`src/design/sps_params.svh`:
```
// Constants for the serial PLL synthesizer core.
// Assumes a single 100 MHz system clock; pins are asynchronous.
`ifndef SPS_PARAMS_SVH
`define SPS_PARAMS_SVH
`define SPS_REF_WIDTH 16
`define SPS_MAIN_WIDTH 10
`define SPS_REF_RESET 16'h0005
`define SPS_MAIN_RESET 10'h005
`define SPS_MIN_FACTOR 5
`define SPS_SYNC_STAGES 3
`endif

```
`src/design/sps_pkg.sv`:
```
// Types for the serial PLL synthesizer core.
// Assumes sps_params.svh is on the include path.
package sps_pkg;
   typedef logic [15:0] sps_ref_t;
   typedef logic [9:0] sps_main_t;
   typedef enum logic [2:0] {
      SPS_PD_IDLE = 3'b001,
      SPS_PD_UP = 3'b010,
      SPS_PD_DOWN = 3'b100
   } sps_pd_e;
endpackage

```
`src/design/sps_divider.sv`:
```
// Programmable divider counting qualified input edges.
// Assumes the edge strobe is a one-cycle pulse in the clock_in domain.
`timescale 1ns/1ps
`include "sps_params.svh"
module sps_divider #(
   parameter int WIDTH = 16
) (
   input wire logic clock_in,
   input wire logic rst_n_in,
   input wire logic edge_in,
   input wire logic [WIDTH-1:0] factor_in,
   output logic pulse_out
);
   logic [WIDTH-1:0] count_reg;
   logic [WIDTH-1:0] count_next;
   logic pulse_next;
   wire terminal = (count_reg <= WIDTH'(1));
   // ==========================================
   // Reload at terminal count
   assign count_next = !edge_in ? count_reg :
      (terminal ? factor_in : count_reg - WIDTH'(1));
   assign pulse_next = edge_in && terminal;
   always_ff @(posedge clock_in or negedge rst_n_in) begin
      if (!rst_n_in) begin
         count_reg <= '0;
         pulse_out <= 1'b0;
      end else begin
         count_reg <= count_next;
         pulse_out <= pulse_next;
      end
   end
   property p_one_pulse;
      @(posedge clock_in) disable iff (!rst_n_in)
      pulse_out |=> !pulse_out;
   endproperty
   a_one_pulse: assert property (p_one_pulse)
      else $error("divider pulse longer than one cycle");
   property p_reload;
      @(posedge clock_in) disable iff (!rst_n_in)
      (edge_in && terminal) |=> (count_reg == $past(factor_in));
   endproperty
   a_reload: assert property (p_reload)
      else $error("divider did not reload factor");
endmodule

```
`src/design/sps_core.sv`:
```
// Serial PLL synthesizer core: serial load, dividers, phase detector.
// Assumes pin inputs are asynchronous to clock_in, and that the
// oscillator and VCO inputs are well below half the clock rate.
`timescale 1ns/1ps
`include "sps_params.svh"
module sps_core #(
   parameter int REF_WIDTH = `SPS_REF_WIDTH,
   parameter int MAIN_WIDTH = `SPS_MAIN_WIDTH
) (
   input wire logic clock_in,
   input wire logic rst_n_in,
   input wire logic osc_amp_input_in,
   input wire logic freq_in,
   input wire logic serial_clock_in,
   input wire logic serial_data_in,
   input wire logic latch_load_strobe_in,
   output logic vco_side_compare_out,
   output logic ref_side_compare_out,
   output logic passive_filter_out,
   output logic passive_filter_oe_out,
   output logic active_filter_drive_out,
   output logic active_filter_drive_oe_out,
   output logic lock_indicator_out,
   output logic pump_vco_out,
   output logic pump_ref_out,
   output sps_pkg::sps_ref_t ref_factor_out,
   output sps_pkg::sps_main_t main_factor_out
);
   import sps_pkg::*;
   // ==========================================
   // Pin synchronisers
   logic [2:0] osc_sync_reg;
   logic [2:0] fin_sync_reg;
   logic [2:0] sck_sync_reg;
   logic [2:0] sdi_sync_reg;
   logic [2:0] le_sync_reg;
   logic osc_lvl_reg, fin_lvl_reg, sck_lvl_reg, sdi_lvl_reg, le_lvl_reg;
   always_ff @(posedge clock_in or negedge rst_n_in) begin
      if (!rst_n_in) begin
         osc_sync_reg <= '0;
         fin_sync_reg <= '0;
         sck_sync_reg <= '0;
         sdi_sync_reg <= '0;
         le_sync_reg <= '0;
      end else begin
         osc_sync_reg <= {osc_sync_reg[1:0], osc_amp_input_in};
         fin_sync_reg <= {fin_sync_reg[1:0], freq_in};
         sck_sync_reg <= {sck_sync_reg[1:0], serial_clock_in};
         sdi_sync_reg <= {sdi_sync_reg[1:0], serial_data_in};
         le_sync_reg <= {le_sync_reg[1:0], latch_load_strobe_in};
      end
   end
   // Filtered levels change only when stages two and three agree
   function automatic logic filt(input logic [2:0] s, input logic old);
      filt = (s[2] == s[1]) ? s[2] : old;
   endfunction
   wire osc_lvl_next = filt(osc_sync_reg, osc_lvl_reg);
   wire fin_lvl_next = filt(fin_sync_reg, fin_lvl_reg);
   wire sck_lvl_next = filt(sck_sync_reg, sck_lvl_reg);
   wire sdi_lvl_next = filt(sdi_sync_reg, sdi_lvl_reg);
   wire le_lvl_next = filt(le_sync_reg, le_lvl_reg);
   always_ff @(posedge clock_in or negedge rst_n_in) begin
      if (!rst_n_in) begin
         osc_lvl_reg <= 1'b0;
         fin_lvl_reg <= 1'b0;
         sck_lvl_reg <= 1'b0;
         sdi_lvl_reg <= 1'b0;
         le_lvl_reg <= 1'b0;
      end else begin
         osc_lvl_reg <= osc_lvl_next;
         fin_lvl_reg <= fin_lvl_next;
         sck_lvl_reg <= sck_lvl_next;
         sdi_lvl_reg <= sdi_lvl_next;
         le_lvl_reg <= le_lvl_next;
      end
   end
   wire osc_rise = osc_lvl_next && !osc_lvl_reg;
   wire fin_rise = fin_lvl_next && !fin_lvl_reg;
   wire sck_rise = sck_lvl_next && !sck_lvl_reg;
   // ==========================================
   // Serial shift register and latches
   logic [REF_WIDTH:0] shift_reg;
   wire [REF_WIDTH:0] shift_next = sck_rise ?
      {shift_reg[REF_WIDTH-1:0], sdi_lvl_next} : shift_reg;
   wire ctrl_bit = shift_reg[0];
   wire load_ref = le_lvl_reg && ctrl_bit;
   wire load_main = le_lvl_reg && !ctrl_bit;
   sps_ref_t ref_latch_reg;
   sps_main_t main_latch_reg;
   wire [REF_WIDTH-1:0] ref_latch_next =
      load_ref ? shift_reg[REF_WIDTH:1] : ref_latch_reg;
   wire [MAIN_WIDTH-1:0] main_latch_next =
      load_main ? shift_reg[MAIN_WIDTH:1] : main_latch_reg;
   always_ff @(posedge clock_in or negedge rst_n_in) begin
      if (!rst_n_in) begin
         shift_reg <= '0;
         ref_latch_reg <= `SPS_REF_RESET;
         main_latch_reg <= `SPS_MAIN_RESET;
      end else begin
         shift_reg <= shift_next;
         ref_latch_reg <= ref_latch_next;
         main_latch_reg <= main_latch_next;
      end
   end
   assign ref_factor_out = ref_latch_reg;
   assign main_factor_out = main_latch_reg;
   // ==========================================
   // Dividers
   logic ref_pulse, main_pulse;
   sps_divider #(.WIDTH(REF_WIDTH)) u_ref_div (
      .clock_in(clock_in),
      .rst_n_in(rst_n_in),
      .edge_in(osc_rise),
      .factor_in(ref_latch_reg),
      .pulse_out(ref_pulse)
   );
   sps_divider #(.WIDTH(MAIN_WIDTH)) u_main_div (
      .clock_in(clock_in),
      .rst_n_in(rst_n_in),
      .edge_in(fin_rise),
      .factor_in(main_latch_reg),
      .pulse_out(main_pulse)
   );
   assign ref_side_compare_out = ref_pulse;
   assign vco_side_compare_out = main_pulse;
   // ==========================================
   // Phase/frequency detector
   sps_pd_e pd_reg, pd_next;
   always_comb begin
      pd_next = pd_reg;
      unique case (pd_reg)
         SPS_PD_IDLE: begin
            if (ref_pulse && !main_pulse) pd_next = SPS_PD_UP;
            else if (main_pulse && !ref_pulse) pd_next = SPS_PD_DOWN;
         end
         SPS_PD_UP: begin
            if (main_pulse) pd_next = SPS_PD_IDLE;
         end
         SPS_PD_DOWN: begin
            if (ref_pulse) pd_next = SPS_PD_IDLE;
         end
         default: pd_next = SPS_PD_IDLE;
      endcase
   end
   always_ff @(posedge clock_in or negedge rst_n_in) begin
      if (!rst_n_in) begin
         pd_reg <= SPS_PD_IDLE;
      end else begin
         pd_reg <= pd_next;
      end
   end
   wire pd_up = (pd_reg == SPS_PD_UP);
   wire pd_down = (pd_reg == SPS_PD_DOWN);
   assign passive_filter_out = pd_up;
   assign passive_filter_oe_out = pd_up || pd_down;
   assign active_filter_drive_out = pd_down;
   assign active_filter_drive_oe_out = pd_up || pd_down;
   assign lock_indicator_out = !(pd_up || pd_down);
   assign pump_ref_out = !pd_up;
   assign pump_vco_out = !pd_down;
   // ==========================================
   // Checks
   property p_shift;
      @(posedge clock_in) disable iff (!rst_n_in)
      sck_rise |=> shift_reg[0] == $past(sdi_lvl_next);
   endproperty
   a_shift: assert property (p_shift)
      else $error("serial bit not shifted in");
   property p_hold;
      @(posedge clock_in) disable iff (!rst_n_in)
      !le_lvl_reg |=> $stable(ref_latch_reg) && $stable(main_latch_reg);
   endproperty
   a_hold: assert property (p_hold)
      else $error("latch changed with strobe low");
   property p_load_ref;
      @(posedge clock_in) disable iff (!rst_n_in)
      (le_lvl_reg && shift_reg[0]) |=>
         ref_latch_reg == $past(shift_reg[REF_WIDTH:1]);
   endproperty
   a_load_ref: assert property (p_load_ref)
      else $error("reference latch not loaded");
   property p_load_main;
      @(posedge clock_in) disable iff (!rst_n_in)
      (le_lvl_reg && !shift_reg[0]) |=>
         main_latch_reg == $past(shift_reg[MAIN_WIDTH:1]);
   endproperty
   a_load_main: assert property (p_load_main)
      else $error("main latch not loaded");
   property p_passive;
      @(posedge clock_in) disable iff (!rst_n_in)
      (ref_pulse && !main_pulse && pd_reg == SPS_PD_IDLE) |=>
         passive_filter_oe_out && passive_filter_out;
   endproperty
   a_passive: assert property (p_passive)
      else $error("passive filter not driven high");
   property p_active;
      @(posedge clock_in) disable iff (!rst_n_in)
      (main_pulse && !ref_pulse && pd_reg == SPS_PD_IDLE) |=>
         active_filter_drive_oe_out && active_filter_drive_out;
   endproperty
   a_active: assert property (p_active)
      else $error("active filter not driven high");
   property p_lock;
      @(posedge clock_in) disable iff (!rst_n_in)
      lock_indicator_out == !passive_filter_oe_out;
   endproperty
   a_lock: assert property (p_lock)
      else $error("lock indicator disagrees with detector");
   property p_pump;
      @(posedge clock_in) disable iff (!rst_n_in)
      !(pump_ref_out == 1'b0 && pump_vco_out == 1'b0);
   endproperty
   a_pump: assert property (p_pump)
      else $error("both pump outputs active");
endmodule

```
`config.mk`:
```
export PLATFORM = sky130hd
export DESIGN_NAME = sps_core
export DESIGN_NICKNAME = d
export VERILOG_FILES = /design/src/design/sps_pkg.sv /design/src/design/sps_divider.sv /design/src/design/sps_core.sv
export VERILOG_INCLUDE_DIRS = /design/src /design/src/design
export SDC_FILE = /design/constraint.sdc
export NUM_CORES = 1
export LEC_CHECK = 0
export BUFFER_PORTS_ARGS = -buffer_cell sky130_fd_sc_hd__buf_2
export CORE_ASPECT_RATIO = 1.1
export CORE_MARGIN = 10
export CORE_UTILIZATION = 40
export DETAILED_ROUTE_END_ITERATION = 8
export PLACE_DENSITY = 0.55
export SLEW_MARGIN = 10
export SYNTH_ARGS = -nofsm -noshare
export SYNTH_HDL_FRONTEND = slang
export SYNTH_SLANG_ARGS = --single-unit
```
`constraint.sdc`:
```
create_clock -name clock_in -period 3.1 [get_ports clock_in]
set_clock_uncertainty 0.15 [all_clocks]
set_input_delay 0.31 -clock clock_in [delete_from_list [all_inputs] [get_ports clock_in]]
set_output_delay 0.31 -clock clock_in [all_outputs]
set_load 0.02 [all_outputs]
```
# Word-level counts from Yosys, hierarchy flattened
# Index checks and enable logic that the tools add are counted.
[classes] n_addsub=2 multipliers=0 div_mod_pow=0 n_lt_le_gt_ge=2 n_eq_ne=11 shift=0 n_mux=11 bitwise=0 reduce_logical=20
[op_table] operator="<= comparator 16 x 1 -> 1 bit (second input constant)" count=1
[op_table] operator="2-to-1 mux 16 bit" count=1
[op_table] operator="subtractor 16 x 1 -> 16 bit (second input constant)" count=1
[op_table] operator="2-to-1 mux 3 bit" count=4
[op_table] operator="<= comparator 10 x 1 -> 1 bit (second input constant)" count=1
[op_table] operator="2-to-1 mux 10 bit" count=1
[op_table] operator="subtractor 10 x 1 -> 10 bit (second input constant)" count=1
[op_table] operator="logical AND 1 bit" count=9
[op_table] operator="zero test 1 bit" count=9
[op_table] operator="one-hot mux 3 bit (3 select lines)" count=1
[op_table] operator="== test 1 bit" count=5
[op_table] operator="2-to-1 mux 1 bit" count=4
[op_table] operator="!= test 2 x 1 -> 1 bit (second input constant)" count=2
[op_table] operator="== test 3 x 1 -> 1 bit (second input constant)" count=1
[op_table] operator="== test 3 x 2 -> 1 bit (second input constant)" count=1
[op_table] operator="== test 3 bit (second input constant)" count=1
[op_table] operator="!= test 3 bit (second input constant)" count=1
[op_table] operator="AND reduction 3 bit" count=1
[op_table] operator="logical OR 1 bit" count=1
[word_totals] reg_bits=94 latchBits=0 ramBits=0 romBits=0 n_memories=0

# Logic depth before layout (Yosys ltp)
# Gate-level depths: netlist (run 1).
[depth] word_depth=5 mapped_depth=8 ltp_nobuf=6

# By module
# From an unflattened synthesis (run 1), not the netlist that was laid out.
[unflattened] hier_cells=334 area_unflattened_um2=4194.0
[by_module_without_submodules] module="sps_core" instances=1 cells_per_inst=143 area_per_inst_um2=2462.4 seq_area_each_um2=1657.8
[by_module_without_submodules] module="sps_divider at u_ref_div" instances=1 cells_per_inst=116 area_per_inst_um2=1066.0 seq_area_each_um2=425.4
[by_module_without_submodules] module="sps_divider at u_main_div" instances=1 cells_per_inst=75 area_per_inst_um2=665.6 seq_area_each_um2=275.3

# Worst setup path before layout (run 1)
# Ideal clock, no wire load.
[synth_timing] path_kind="flip-flop to flip-flop" startpoint="register u_ref_div.count_reg[0]" endpoint="register u_ref_div.count_reg[2]" setup_time_ns=0.125 arrival_ns=1.985 path_slack_ns=0.841 path_stages_with_launch=8 n_path_buf=1 path_cell_list="dfrtp_1 inv_1 ha_1 nor2_1 or4_1 buf_2 nor3_4 mux2_2"
[synth_between] elab_chain_cells=2 word_cells_on_any_way=3 classes_between="add/sub: 1; order compare: 1; mux: 1"
[synth_lines] item="start, declared" line_no="sps_divider.sv:14" text="logic [WIDTH-1:0] count_reg;"
[synth_lines] item="start signal, assigned" line_no="sps_divider.sv:28" text="count_reg <= count_next;"
[synth_lines] item="subtractor 16 x 1 -> 16 bit / <= comparator 16 x 1 -> 1 bit (equally long branches)" line_no="sps_divider.sv:21, sps_divider.sv:17"
[synth_lines] item="2-to-1 mux 16 bit (*)" line_no="sps_divider.sv:21" text="(terminal ? factor_in : count_reg - WIDTH'(1));"
# Every way passes the cells marked *; elsewhere a longest branch is shown, timed or not.
# A chain may end at the register's enable or synchronous reset.

# Worst setup path in the final report (run 1)
[layout_timing] startpoint="register u_ref_div.count_reg[0]" endpoint="register u_ref_div.count_reg[5]"
# Same word-level chain as after synthesis.

==> metrics.txt, run 1 <==
Synth Area per Inst 12.05 um2; I/O pin total 42; First-pass DRT Iterations 4; met3 Use GR 3.347%; syn_nets 352; antenna-violating nets left 0; CP max-delay cell or4_1; initial antenna violation count 0; Gate Count Post-Synth 341; setup TNS 0 ns; Post-CTS Setup Bufs 0; ANT cells 0; M2 GR Usage 19.42%; P&R area growth vs syn 14.22%; Hold Path Origin osc_sync_reg[0]; Setup CP Type reg -> reg; Final Hold Fails 0; Power, Total 3.897 mW; die height 126.3 um; Final setup viols 0; Yosys cell types 54; met1 Usage GRT 17.71%; Site Rows 38; Clock Tree Buf Depth 2; Power Dens Cells 830.4 nW/um2; Net count, final 404; HP Class reg -> reg; vias in the first global route 2,866; Top Family by Delay on Critical Path simple AND/OR/NAND/NOR gates; FFs w/ async S/R, synth 100.0%; R2R Path End u_ref_div.count_reg[5]; worst-skew pair later-pin latency 0.36 ns; ranking of synthesized cells by area dfrtp_1 (54%), mux2_2 (12%), dfstp_2 (3.2%); hold path depth 0; startpoint types flop; Max rail drop VDD 355.3 uV; worst slew pin tran 0.9478 ns; R2R setup slack 0.47 ns; Synth Warn # 0; area leader, netlist dfrtp_1; top cells by count, synth dfrtp_1 (89), mux2_2 (45), nor2_1 (18), o21ai_0 (18), inv_1 (17); CTS sink count 94; Period minus WS final 2.629 ns; Total GRT Usage 13.04%; Post-Route Hold Slack 0.2037 ns; Initial Util 41.35%; post-synth top area share 54.20%; Crit Path Max Fanout 10; crit path DAT 2.73 ns; status finished, final reports clean; worst r2r src u_ref_div.count_reg[0]; Leakage 2.143 nW; CTS tree yes; crit-path max cell delay 0.76 ns; CTS resizes 0; Reg2Reg Depth 6; Final WS setup 0.4708 ns; Max Transition Viols Final 0; clock buffer count from CTS 9; Slew HR 36.58%; GRT busiest layer met2; Die ar. 14,730 um2; crit path capture type flop; DP Worst Slack 0.5104 ns; drt wl/cell 17.31 um; Max Freq 380.3 MHz; core box area 9937 um2; via count 2,816; final cell utilization of the core 47.23%; Synth Cell Area 4109 um2; DRT iter0 DRCs 142; synthesized flop and latch total 94; RSZ-0062 raised after global routing false; number of flops mapped to enable cells by yosys 0; Main synth FF type dfrtp_1; crit path cell chain inv_1 > ha_1 > nor2_1 > or4_1 > nor3_4 > mux2_2; first-pass GRT wire length 15,250 um; register area share after synthesis 57.40%; Routability Congestion 0.8783; Detailed Route WL 8967 um; die span in x 116.6 um; WP data required 3.20 ns; Hold Crit Endpoint osc_sync_reg[1]; maximum number of pins on one net before global-route repair 55; Buf/Inv on CP 1; count leader, synth dfrtp_1; H-tree Lvls 3; IO buf count 41; GR Overflow Total 0; layout cells sized above 1 29.90%; Clock transition at path regs 0.09 ns; max-cap viol count 0; CTS root buf clkbuf_8; DRC 0; final worst-path cycle share 84.81%; max FFs per register 17; HPWL after detailed placement 6342 um; number of vias per cell 5.436
cell type report:
type | instances | area (um2)
multi-input combinational | 220 | 1624
sequential | 94 | 2359
clock inverter | 3 | 17.52
inverter | 17 | 63.81
timing repair buffer | 51 | 310.3
tap | 120 | 150.1
fill | 931 | 5244
clock buffer | 13 | 168.9
power breakdown:
group,leakage (nW),internal (mW),switching (mW)
registers,1.18,1.57,0.368
clock network,0.0954,0.356,0.413
logic,0.864,0.524,0.665
total,2.14,2.45,1.45
worst max-delay path by stage:
stage	cells after the start	slack, ns	end	start
6_report	6	0.47	u_ref_div.count_reg[5]	u_ref_div.count_reg[0]
5_1_grt	6	0.31	u_ref_div.count_reg[5]	u_ref_div.count_reg[0]
4_1_cts	6	0.48	u_ref_div.count_reg[5]	u_ref_div.count_reg[0]
3_5_place_dp	6	0.51	u_ref_div.count_reg[5]	u_ref_div.count_reg[0]
3_3_place_gp	6	0.57	u_ref_div.count_reg[2]	u_ref_div.count_reg[0]
2_1_floorplan	7	0.84	u_ref_div.count_reg[2]	u_ref_div.count_reg[0]
cell families after synthesis:
kind of cell	count (synthesis)	share of synthesized area, %
AOI/OAI and AO/OA	65	10.66
buffers and inverters	27	3.075
muxes	45	12.33
and+or+nand+nor	96	13.03
DFF	94	57.40
adders and majority gates	9	2.436
xor gates and xnor gates	5	1.066
metal layers:
metal  routed length [um]  vias to the layer above
met5                    0                        -
li1                     -                     1359
met3                  354                        8
met2                 4187                       47
met1                 4279                     1402
met4                  146                        0
worst register-to-register path: stages (launching register included):
cell and delay [ns]:
dfrtp_1 0.42, inv_1 0.11, ha_1 0.29, nor2_1 0.14
or4_1 0.76, nor3_4 0.29, mux2_2 0.37
stage by stage:
stage	instances	area, um2
floorplan	341	4109
global placement	496	4447
detailed placement	496	4447
CTS	518	4693
global route	518	4693
finish	518	4693
layout by cell type, fill, tap and decap left out, types with 9 or more instances in the layout:
cell | netlist | routed
nor2_1 | 18 | 18
nor3_1 | 12 | 12
clkbuf_8 | 0 | 12
o21ai_0 | 18 | 18
mux2_2 | 45 | 45
inv_1 | 17 | 17
dfrtp_1 | 89 | 89
buf_2 | 2 | 40
nand3_1 | 9 | 9
nor4_1 | 9 | 9
nand2_1 | 15 | 15
repair_timing:
action | CTS | global route
hold endpoints to repair | 42 | 0
setup endpoints to repair | 0 | 0
hold buffers | 6 | 0
Note: power is estimated with default switching activity, not from simulation.
==> run 2, diff against run 1 <==
==> constraint.sdc (replaced) <==
create_clock -name clock_in -period 2.45 [get_ports clock_in]
set_clock_uncertainty 0.15 [all_clocks]
set_input_delay 0.245 -clock clock_in [delete_from_list [all_inputs] [get_ports clock_in]]
set_output_delay 0.245 -clock clock_in [all_outputs]
set_load 0.02 [all_outputs]
==> metrics.txt, run 2 (synthesis gave the netlist of run 1 again) <==
CTS sink count 94 (unchanged); Logic pwr share 31.9% (was 30.5%); Initial Util 41.35% (unchanged); I/O pin total 42 (unchanged); IO buf count 41 (unchanged); core box area 9937 um2 (unchanged); die height 126.3 um (unchanged); drt wl/cell 16.96 um (was 17.31 um); Clk network pwr share 19.3% (was 19.7%); Total GRT Usage 12.77% (was 13.04%); max FFs per register 17 (unchanged); setup TNS 0 ns (unchanged); R2R setup slack 0.16 ns (was 0.47 ns); number of vias per cell 5.445 (was 5.436); sw frac 37.30% (was 37.11%); Clock Tree Buf Depth 2 (unchanged); hold path depth 0 (unchanged); Power, Total 5.009 mW (was 3.897 mW); Leakage 2.201 nW (was 2.143 nW); Final setup viols 0 (unchanged); CTS resizes 0 (unchanged); GR Overflow Total 0 (unchanged); worst-skew pair later-pin latency 0.35 ns (was 0.36 ns); Max Freq 436.2 MHz (was 380.3 MHz); Die ar. 14,730 um2 (unchanged); Final Hold Fails 0 (unchanged); Crit Path Max Fanout 5 (was 10); Slew HR 53.15% (was 36.58%); Net count, final 416 (was 404); Post-CTS Setup Bufs 0 (unchanged); FILL cells 907 (was 931); CP max-delay cell or4_1 (unchanged); startpoint types flop (unchanged); Site Rows 38 (unchanged); crit path DAT 2.37 ns (was 2.73 ns); Setup CP Type reg -> reg (unchanged); Max Transition Viols Final 0 (unchanged); max-cap viol count 0 (unchanged); CTS tree yes (unchanged); clock buffer count from CTS 9 (unchanged); Clock transition at path regs 0.10 ns (was 0.09 ns); status finished, final reports clean (unchanged); crit path cell chain or3_1 > or4_1 > nor3_4 > mux2_2 (was inv_1 > ha_1 > nor2_1 > or4_1 > nor3_4 > mux2_2); R2R Path End u_ref_div.count_reg[5] (unchanged); Detailed Route WL 8991 um (was 8967 um); most common cell after layout, fill and taps aside dfrtp_1 (unchanged); commonest non-fill, non-tap cells in the layout dfrtp_1 (89), mux2_2 (45), buf_2 (40) (unchanged); HP Class reg -> reg (unchanged); Worst Setup SP u_ref_div.count_reg[14] (was u_ref_div.count_reg[0]); antenna-violating nets left 0 (unchanged); Max rail drop VDD 505.6 uV (was 355.3 uV); first-pass GRT wire length 15,140 um (was 15,250 um); DP Worst Slack 0.1822 ns (was 0.5104 ns); DRT iter0 DRCs 145 (was 142); worst r2r src u_ref_div.count_reg[14] (was u_ref_div.count_reg[0]); P&R area growth vs syn 16.38% (was 14.22%); Period minus WS final 2.292 ns (was 2.629 ns); WP data required 2.53 ns (was 3.20 ns); worst slew pin tran 0.7010 ns (was 0.9478 ns); H-tree Lvls 3 (unchanged); RSZ-0062 raised after global routing false (unchanged); initial antenna violation count 0 (unchanged); Reg2Reg Depth 4 (was 6); Final WS setup 0.1575 ns (was 0.4708 ns); vias in the first global route 2,870 (was 2,866); crit path capture type flop (unchanged); CTS Hold Bufs 6 (unchanged); Hold Path Origin sdi_sync_reg[0] (was osc_sync_reg[0]); Power Dens Cells 1047 nW/um2 (was 830.4 nW/um2); via count 2,886 (was 2,816); Int Pwr 3.140 mW (was 2.451 mW); crit-path max cell delay 0.57 ns (was 0.76 ns); CTS root buf clkbuf_8 (unchanged); Routability Congestion 0.8955 (was 0.8783); maximum number of pins on one net before global-route repair 44 (was 55); DRC 0 (unchanged); ANT cells 0 (unchanged); HPWL after detailed placement 6506 um (was 6342 um); final worst-path cycle share 93.57% (was 84.81%); layout cells sized above 1 31.95% (was 29.90%); First-pass DRT Iterations 5 (was 4); die span in x 116.6 um (unchanged); net switching power 1.868 mW (was 1.446 mW); Hold Crit Endpoint sdi_sync_reg[1] (was osc_sync_reg[1]); sequential power share 48.9% (was 49.8%)
[run 2: cell types whose count changed in the layout (fill, tap and decap cells not counted)]
cell      previous run  this run
clkbuf_8            12        11
clkinv_2             2         1
buf_4                4        16
clkinv_4             0         1
inv_6                0         1
[run 2: final cells by class]
type | count | area (um2) | share of cell area, %
Multi-Input combinational cell | 220 | 1624 | 33.96
Tap cell | 120 | 150.1 | 3.140
Timing Repair Buffer | 63 | 400.4 | 8.373
Clock buffer | 12 | 155.1 | 3.244
Inverter | 17 | 63.81 | 1.334
Clock inverter | 4 | 30.03 | 0.6279
Sequential cell | 94 | 2359 | 49.32
[run 2: per-stage QoR]
| stage | instance area, um2 | std cells | utilization, % | hold slack [ns] |
|---|---|---|---|---|
| 6_report | 4782 | 530 | 48.12 | 0.2060 |
| 5_1_grt | 4782 | 530 | 48.12 | 0.2162 |
| 4_1_cts | 4782 | 530 | 48.12 | 0.2064 |
| 3_5_place_dp | 4537 | 508 | 45.66 | 0.1399 |
| 3_3_place_gp | 4537 | 508 | 45.66 | 0.1427 |
| 2_1_floorplan | 4109 | 341 | - | -0.2006 |
[run 2: worst max-delay path: cells and delay by family (launching register included)]
family	cells	cell delay (ns)
and+or+nand+nor	3	1.23
DFF	1	0.43
muxes	1	0.36
[run 2: worst max path at each step]
| stage | slack, ns | depth (start not counted) | endpoint |
|---|---|---|---|
| 2_1_floorplan | 0.19 | 7 | u_ref_div.count_reg[2] |
| 4_1_cts | 0.16 | 4 | u_ref_div.count_reg[5] |
| 3_5_place_dp | 0.18 | 4 | u_ref_div.count_reg[5] |
| 5_1_grt | 0.07 | 4 | u_ref_div.count_reg[5] |
| 6_report | 0.16 | 4 | u_ref_div.count_reg[5] |
| 3_3_place_gp | 0.20 | 4 | u_ref_div.count_reg[2] |
[run 2: per-layer routing]
| metal | up-vias | share of wire, % | global-route usage [%] | wire length [um] |
|---|---|---|---|---|
| met3 | 4 | 4.5 | 3.300 | 404 |
| li1 | 1382 | - | - | - |
| met4 | 0 | 0.66 | 3.493 | 59 |
| met2 | 51 | 49 | 19.89 | 4372 |
| met5 | - | 0 | 0 | 0 |
| met1 | 1449 | 46 | 17.20 | 4154 |
[run 2: power by group through the flow]
stage	Clock [mW]	Sequential, mW	Combinational (mW)
finish	0.965	2.45	1.60
global route	1.06	2.53	1.78
CTS	1.01	2.45	1.61
detailed placement	0	2.48	1.60
global placement	0	2.47	1.58
floorplan	0	2.49	0.969
